## config.mk

```make
export PLATFORM = sky130hd
export DESIGN_NAME = pmst_status_bank
export DESIGN_NICKNAME = d
export VERILOG_FILES = /design/src/rtl/pmst_pkg.sv /design/src/rtl/pmst_status_bank.sv
export SDC_FILE = /design/constraint.sdc
export NUM_CORES = 1
export LEC_CHECK = 0
export BUFFER_PORTS_ARGS = -buffer_cell sky130_fd_sc_hd__buf_2
export CAP_MARGIN = 20
export CORE_AREA = 3 3 57 59
export CTS_CLUSTER_SIZE = 16
export DETAILED_ROUTE_END_ITERATION = 12
export DIE_AREA = 0 0 60 62
export PLACE_DENSITY = 0.71
export SYNTH_ARGS = -nofsm -noshare
export SYNTH_HDL_FRONTEND = slang
export SYNTH_SLANG_ARGS = --single-unit
```

## constraint.sdc

```tcl
create_clock -name mclk -period 0.8 [get_ports mclk]
set_input_delay 0.12 -clock mclk [delete_from_list [all_inputs] [get_ports mclk]]
set_output_delay 0.12 -clock mclk [all_outputs]
set_load 0.02 [all_outputs]
```

## src/rtl/pmst_pkg.sv

```systemverilog
// Package for the PMBus status byte bank: command codes, bit positions, carriers
package pmst_pkg;
    // Command codes of the three status bytes
    localparam logic [7:0] CMD_INPUT = 8'h7C;
    localparam logic [7:0] CMD_TEMP = 8'h7D;
    localparam logic [7:0] CMD_CML = 8'h7E;
    // Page values
    localparam logic [7:0] PAGE_A = 8'h00;
    localparam logic [7:0] PAGE_B = 8'h01;
    localparam logic [7:0] PAGE_ALL = 8'hFF;
    // Supported-bit masks; all other bits read zero
    localparam logic [7:0] INPUT_MASK = 8'h9F;
    localparam logic [7:0] TEMP_MASK = 8'hC0;
    localparam logic [7:0] CML_MASK = 8'hEA;
    localparam logic [7:0] RESET_BYTE = 8'h00;
    // Bit positions in the input status byte
    localparam int IN_OVF_BIT = 7;
    localparam int IN_UVF_BIT = 4;
    localparam int IN_LOW_BIT = 3;
    localparam int IN_OCF_BIT = 2;
    localparam int IN_OCW_BIT = 1;
    localparam int IN_OPW_BIT = 0;
    // Bit positions in the temperature status byte
    localparam int TMP_OT_FAULT_BIT = 7;
    localparam int TMP_OT_WARN_BIT = 6;
    // Bit positions in the communication status byte
    localparam int CML_CMD_BIT = 7;
    localparam int CML_DATA_BIT = 6;
    localparam int CML_PEC_BIT = 5;
    localparam int CML_MEM_BIT = 3;
    localparam int CML_COM_BIT = 1;

    // Input supply events, one-cycle or level, from the fault detectors
    typedef struct packed {
        logic input_overvoltage_fault;
        logic input_undervoltage_fault;
        logic unit_off_insufficient_input;
        logic input_overcurrent_fault;
        logic input_overcurrent_warning;
        logic input_overpower_warning;
    } pmst_input_ev_t;

    // Temperature events of one channel
    typedef struct packed {
        logic overtemperature_fault;
        logic overtemperature_warning;
    } pmst_temp_ev_t;

    // Communication, logic and memory events
    typedef struct packed {
        logic bad_command_flag;
        logic bad_payload_flag;
        logic packet_check_error_flag;
        logic memory_error_flag;
        logic other_comm_fault_flag;
    } pmst_cml_ev_t;

    // Byte access from the transaction engine
    typedef struct packed {
        logic rd;
        logic wr;
        logic [7:0] cmd;
        logic [7:0] data;
        logic [7:0] page;
    } pmst_req_t;
endpackage

```

## src/rtl/pmst_status_bank.sv

```systemverilog
// PMBus input, temperature and communication status byte bank
`timescale 1ns/1ps
`default_nettype none
module pmst_status_bank (
    input wire logic mclk,
    input wire logic sys_rst,
    input wire pmst_pkg::pmst_req_t req,
    input wire pmst_pkg::pmst_input_ev_t input_ev,
    input wire pmst_pkg::pmst_temp_ev_t temp_ev_a,
    input wire pmst_pkg::pmst_temp_ev_t temp_ev_b,
    input wire pmst_pkg::pmst_cml_ev_t cml_ev,
    output logic [7:0] rd_data,
    output logic rd_valid,
    output logic cmd_hit
);
    import pmst_pkg::*;

    logic [7:0] supply_input_status_byte;
    logic [7:0] thermal_status_a;
    logic [7:0] thermal_status_b;
    logic [7:0] comm_logic_memory_status_byte;

    // Sticky update: set wins over clear, unsupported bits forced to zero
    function automatic logic [7:0] sticky(input logic [7:0] cur, input logic [7:0] set,
                                         input logic [7:0] clr, input logic [7:0] mask);
        sticky = ((cur & ~clr) | set) & mask;
    endfunction

    // Page decode; only the temperature byte looks at it
    wire page_b = (req.page == PAGE_B);
    wire hit_in = (req.cmd == CMD_INPUT);
    wire hit_tmp = (req.cmd == CMD_TEMP);
    wire hit_cml = (req.cmd == CMD_CML);
    wire wr_in = req.wr && hit_in;
    wire wr_tmp_a = req.wr && hit_tmp && !page_b;
    wire wr_tmp_b = req.wr && hit_tmp && page_b;
    wire wr_cml = req.wr && hit_cml;

    // Event vectors placed at their bit positions
    wire [7:0] set_in = {input_ev.input_overvoltage_fault, 2'b00,
                         input_ev.input_undervoltage_fault,
                         input_ev.unit_off_insufficient_input,
                         input_ev.input_overcurrent_fault,
                         input_ev.input_overcurrent_warning,
                         input_ev.input_overpower_warning};
    wire [7:0] set_ta = {temp_ev_a.overtemperature_fault, temp_ev_a.overtemperature_warning,
                         6'h00};
    wire [7:0] set_tb = {temp_ev_b.overtemperature_fault, temp_ev_b.overtemperature_warning,
                         6'h00};
    wire [7:0] set_cml = {cml_ev.bad_command_flag, cml_ev.bad_payload_flag,
                          cml_ev.packet_check_error_flag, 1'b0,
                          cml_ev.memory_error_flag, 1'b0,
                          cml_ev.other_comm_fault_flag, 1'b0};

    // Clear masks; a 0 written leaves a flag alone
    wire [7:0] clr_in = wr_in ? req.data : 8'h00;
    wire [7:0] clr_ta = wr_tmp_a ? req.data : 8'h00;
    wire [7:0] clr_tb = wr_tmp_b ? req.data : 8'h00;
    wire [7:0] clr_cml = wr_cml ? req.data : 8'h00;

    wire [7:0] next_input = sticky(supply_input_status_byte, set_in, clr_in, INPUT_MASK);
    wire [7:0] next_ta = sticky(thermal_status_a, set_ta, clr_ta, TEMP_MASK);
    wire [7:0] next_tb = sticky(thermal_status_b, set_tb, clr_tb, TEMP_MASK);
    wire [7:0] next_cml = sticky(comm_logic_memory_status_byte, set_cml, clr_cml, CML_MASK);

    // Read mux; page FFh or 00h both show channel A
    wire [7:0] thermal_status_byte = page_b ? thermal_status_b : thermal_status_a;
    wire [7:0] next_rd_data = hit_in ? supply_input_status_byte :
                              hit_tmp ? thermal_status_byte :
                              hit_cml ? comm_logic_memory_status_byte : 8'h00;

    // Bits that may read as one for the addressed byte; checked against the answer
    wire [7:0] rd_mask = hit_in ? INPUT_MASK :
                         hit_tmp ? TEMP_MASK :
                         hit_cml ? CML_MASK : 8'h00;

    // Status flags; a still-present condition sets again next cycle
    always_ff @(posedge mclk or posedge sys_rst) begin
        if (sys_rst) begin
            supply_input_status_byte <= RESET_BYTE;
            thermal_status_a <= RESET_BYTE;
            thermal_status_b <= RESET_BYTE;
            comm_logic_memory_status_byte <= RESET_BYTE;
        end else begin
            supply_input_status_byte <= next_input;
            thermal_status_a <= next_ta;
            thermal_status_b <= next_tb;
            comm_logic_memory_status_byte <= next_cml;
        end
    end

    // Registered answer, one cycle after a read strobe
    always_ff @(posedge mclk or posedge sys_rst) begin
        if (sys_rst) begin
            rd_data <= 8'h00;
            rd_valid <= 1'b0;
            cmd_hit <= 1'b0;
        end else begin
            rd_data <= req.rd ? next_rd_data : 8'h00;
            rd_valid <= req.rd;
            cmd_hit <= (req.rd || req.wr) && (hit_in || hit_tmp || hit_cml);
        end
    end
endmodule // pmst_status_bank
`default_nettype wire

```

; ---- Word-level counts from Yosys, hierarchy flattened
; Cells that the tools add are included.
[word_totals]
regBits = 25
inputBits = 43
out_inout_bits = 10
[classes]
n_eq_ne = 4
mux = 9
bitwise = 12
reduce_logical = 10
[op_table]
columns = op, count
row1 = $mux W8, 9
row2 = $and A8 B8 Y8, 4
row3 = $not A8 Y8, 4
row4 = $or A8 B8 Y8, 4
row5 = $eq A8 B7 Y1 const B, 3
row6 = $eq A8 B1 Y1 const B, 1
row7 = $logic_and A1 B1 Y1, 6
row8 = $logic_or A1 B1 Y1, 3
row9 = $logic_not A1 Y1, 1

; ---- Logic depth before layout (Yosys ltp)
[logic_depth]
ltp_word = 7
ltp_mapped = 5

; ---- Worst setup path after synthesis
; No wires, ideal clock.
[synth_timing]
path_type = input port to flip-flop
startpoint = in req[1] (netlist name)
endpoint = reg rd_data[7]
t_arrival_ns = 0.948
required_ns = 0.701
slack_ns = -0.247
cell_stages = 4
n_path_buf = 0
cell_sequence = nor4b_1 nand2_1 mux2i_1 a311oi_1
[synth_via]
elab_chain_len = 5
[synth_rtl]
columns = item, line_no
row1 = from (decl), pmst_status_bank.sv:7  ; input wire pmst_pkg::pmst_req_t req,
row2 = $eq A8 B1 Y1, pmst_status_bank.sv:30  ; wire page_b = (req.page == PAGE_B);
row3 = $mux W8, pmst_status_bank.sv:67  ; wire [7:0] thermal_status_byte = page_b ? thermal_status_b : thermal_status_a;
row4 = $mux W8, pmst_status_bank.sv:69  ; hit_tmp ? thermal_status_byte :
row5 = $mux W8, pmst_status_bank.sv:68  ; wire [7:0] next_rd_data = hit_in ? supply_input_status_byte :
row6 = $mux W8, pmst_status_bank.sv:99  ; rd_data <= req.rd ? next_rd_data : 8'h00;
row7 = to (signal assigned), pmst_status_bank.sv:99
row8 = to (decl), pmst_status_bank.sv:12  ; output logic [7:0] rd_data,
; Every way passes these cells.

; ---- Worst setup path after layout
[layout_timing]
startpoint = reg rd_data[4]
endpoint = out rd_data[4]
; No word-level cell between the ends.

==> summary.md <==
| Metric | Value |
|---|---|
| Status | `finished with violations` |
| Failing checks | `negative setup slack` |
| Register area share after synthesis | `0.575` |
| RD Place Congestion | `0.841` |
| Ratio of cells with drive above 1 in the final layout | `0.541` |
| Clk root buf | `clkbuf_4` |
| Synth top area share | `0.575` |
| ANT cells | `0` |
| Max cap viols | `0` |
| WS Path Type | `reg2out` |
| GRT Total Usage | `0.159` |
| Endpoints failing setup | `25` |
| Area grow syn2layout | `75.4%` |
| Clock sink count | `25` |
| Worst Path Required | `~0.68 ns` |
| Final #Nets | `229` |
| Most frequent cell after synthesis | `dfrtp_1` |
| Min Tclk post-route | `approximately 0.97 ns` |
| Final std cells w/o fill | `216` |
| Total CTS buffers | `3` |
| Slowest stage delay, CP | `0.41 ns` |
| Die Y | `62 microns` |
| Residual DRC | `0` |
| Worst Path Buf+Inv | `1` |
| RSZ-0062 raised after global routing | `true` |
| Syn nets | `139` |
| Post-route clock period utilization | `1.22` |
| First-pass GRT wire length | `between 4 and 5 mm` |
| Startpoint types | `flop` |
| Detailed placement HPWL | `a little over 2 mm` |
| Setup Skew | `0.00425 ns` |
| Clock transition at the registers of the reported paths | `0.13 ns` |
| Area leader, netlist | `dfrtp_1` |
| Leak Pwr | `0.860 nW` |
| Chip width | `roughly 60 microns` |
| Fmax | `1.03 GHz` |
| Setup TNS | `-2.04 ns` |
| Final Total Pwr | `2.18 mW` |
| Crit end category | `primary output` |
| Final ANT Viol Nets | `0` |
| Full die area | `around 0.0037 sq mm` |
| Delay-heaviest family, CP | `flip-flops` |
| Largest net degree at the start of global routing | `26` |
| CTS tree | `done` |
| Final Hold Fails | `0` |
| Initial core utilization | `0.394` |
| Vias in the first global route | `around 1000` |
| Post-synth EDFFs | `0` |
| Gate count of the mapped netlist | `96` |
| Hold WC Path Type | `in2reg` |
| Drt total wl | `2.84 mm` |
| Core area | `0.00276 sq mm` |
| Synth area leaders | `dfrtp_1 58%, a21o_1 9.0%, nand2_1 5.2%, nor4_4 3.9%, nor2_1 3.8%` |
| VDD IR max | `0.00110 V` |
| Primary FF master, synth | `dfrtp_1` |
| CTS Buffer Depth | `2` |
| Clk_lat worst skew | `0.31 ns` |
| Critical path peak fanout | `1` |
| WL per Instance | `about 13 microns` |
| Netlist cell types | `23` |
| Via density per instance | `a little under 5` |
| DR vias | `about 1000` |
| # IOs | `53` |
| Crit path cell chain | `buf_6` |
| H-tree lvl count | `1` |
| Worst Slack Setup Final | `-0.172 ns` |
| Most common library cells after synthesis | `25 x dfrtp_1, 15 x nand2_1, 13 x a21o_1, 11 x nor2_1` |
| PortBufs | `52` |
| Antenna violations before repair | `0` |
| Yosys warns | `0` |
| Placed cell count | `193` |
| Pwr/cell area | `1140 mW/mm^2` |
| Mean Syn Cell Area | `11.3 sq um` |
| Worst slew pin tran | `about 0.34 ns` |
| # rows | `19` |
| FFs w/ async S/R, synth | `1.00` |
| Starting DRC count in detailed routing | `21` |
| Max-slew headroom | `0.768` |
| Detailed-router iteration count before antenna repair | `4` |
| FF+latch count, synth | `25` |
| Crit path DAT | `0.85 ns` |
| Fill cells | `just over 200` |
| Slowest cell on the critical path | `dfrtp_1` |
| Slew Limit Fails | `0` |
| Mapped cell area | `around 0.0011 sq mm` |
| Global route overflow | `0` |
-- state kept, by name (all words and copies together), names as in the netlist --
signal and count:
thermal_status_b 2, rd_data 8, comm_logic_memory_status_byte 5, thermal_status_a 2
rd_valid 1, supply_input_status_byte 6, cmd_hit 1
-- logic make-up after synthesis --
group / after synthesis / share of synthesized area
compound gates: 19 / 0.131
buf+inv: 5 / 0.0242
simple gates: 43 / 0.232
mux: 4 / 0.0368
flops: 25 / 0.575
-- through the flow --
stage | hold WS, ns | setup slack (ns) | utilization | cell area (sq um)
after global placement | 0.153 | -0.400 | 0.558 | 1540
after global routing | 0.0293 | -0.231 | 0.691 | 1910
after detailed placement | 0.159 | -0.443 | 0.558 | 1540
after CTS | 0.0228 | -0.176 | 0.657 | 1810
after floorplan | 0.147 | -0.231 | - | 1120
final | 0.0513 | -0.172 | 0.691 | 1910
-- layout make-up --
type / count / area (sq um) / share of cell area
clock buffers: 4 / 26.3 / 0.0138
multi-input cells: 66 / 544 / 0.285
flip-flops and latches: 25 / 626 / 0.328
repair buffers: 87 / 661 / 0.346
well taps: 31 / 38.8 / 0.0203
inverters: 3 / 11.3 / 0.00591
-- repair_timing --
item / CTS / global route
endpoints found under the hold margin: 38 / 0
pin swaps: 6 / 16
hold buffers: 14 / 0
setup buffers: 4 / 1
endpoints found under the setup margin: 25 / 29
gates resized for setup: 23 / 22
-- metal layers --
layer	global-route usage	vias up	part of all wire
met2	0.278	35	0.54
met5	0	-	0
li1	-	517	-
met1	0.186	491	0.39
met4	0.0665	0	0.0060
met3	0.0413	2	0.071
-- cells in the final DEF, fill, tap and decap left out, drive strengths merged --
master,count
a2111oi,1
a21o,13
a21oi,1
a311oi,1
a41oi,2
and3,4
buf,73
clkbuf,4
dfrtp,25
dlygate4sd3,14
inv,3
mux2i,4
nand2,15
nand3,2
nand4,2
nand4b,1
nor2,11
nor2b,1
nor3,3
nor4,3
nor4b,1
o21ai,1
-- where the power goes --
part,internal [mW],switching [mW],leakage (nW)
logic,0.201,0.161,0.576
registers,1.27,0.00215,0.269
clock network,0.194,0.352,0.0150
-- final timing paths --
| check | slack (ns) | depth (start not counted) | startpoint | end |
|---|---|---|---|---|
| hold reg to reg | 0.49 | 1 | supply_input_status_byte[2]$_DFF_PP0_ | supply_input_status_byte[2]$_DFF_PP0_ |
| max in group asynchronous | 0.28 | 4 | sys_rst | supply_input_status_byte[0]$_DFF_PP0_ |
| setup reg to reg | -0.05 | 4 | supply_input_status_byte[7]$_DFF_PP0_ | rd_data[7]$_DFF_PP0_ |
| min in group asynchronous | 0.36 | 4 | sys_rst | comm_logic_memory_status_byte[3]$_DFF_PP0_ |
| setup / recovery | -0.17 | 1 | rd_data[4]$_DFF_PP0_ | rd_data[4] |
| hold / removal | 0.05 | 2 | req[25] | rd_valid$_DFF_PP0_ |
No activity file was read; power rests on OpenSTA's default activity.
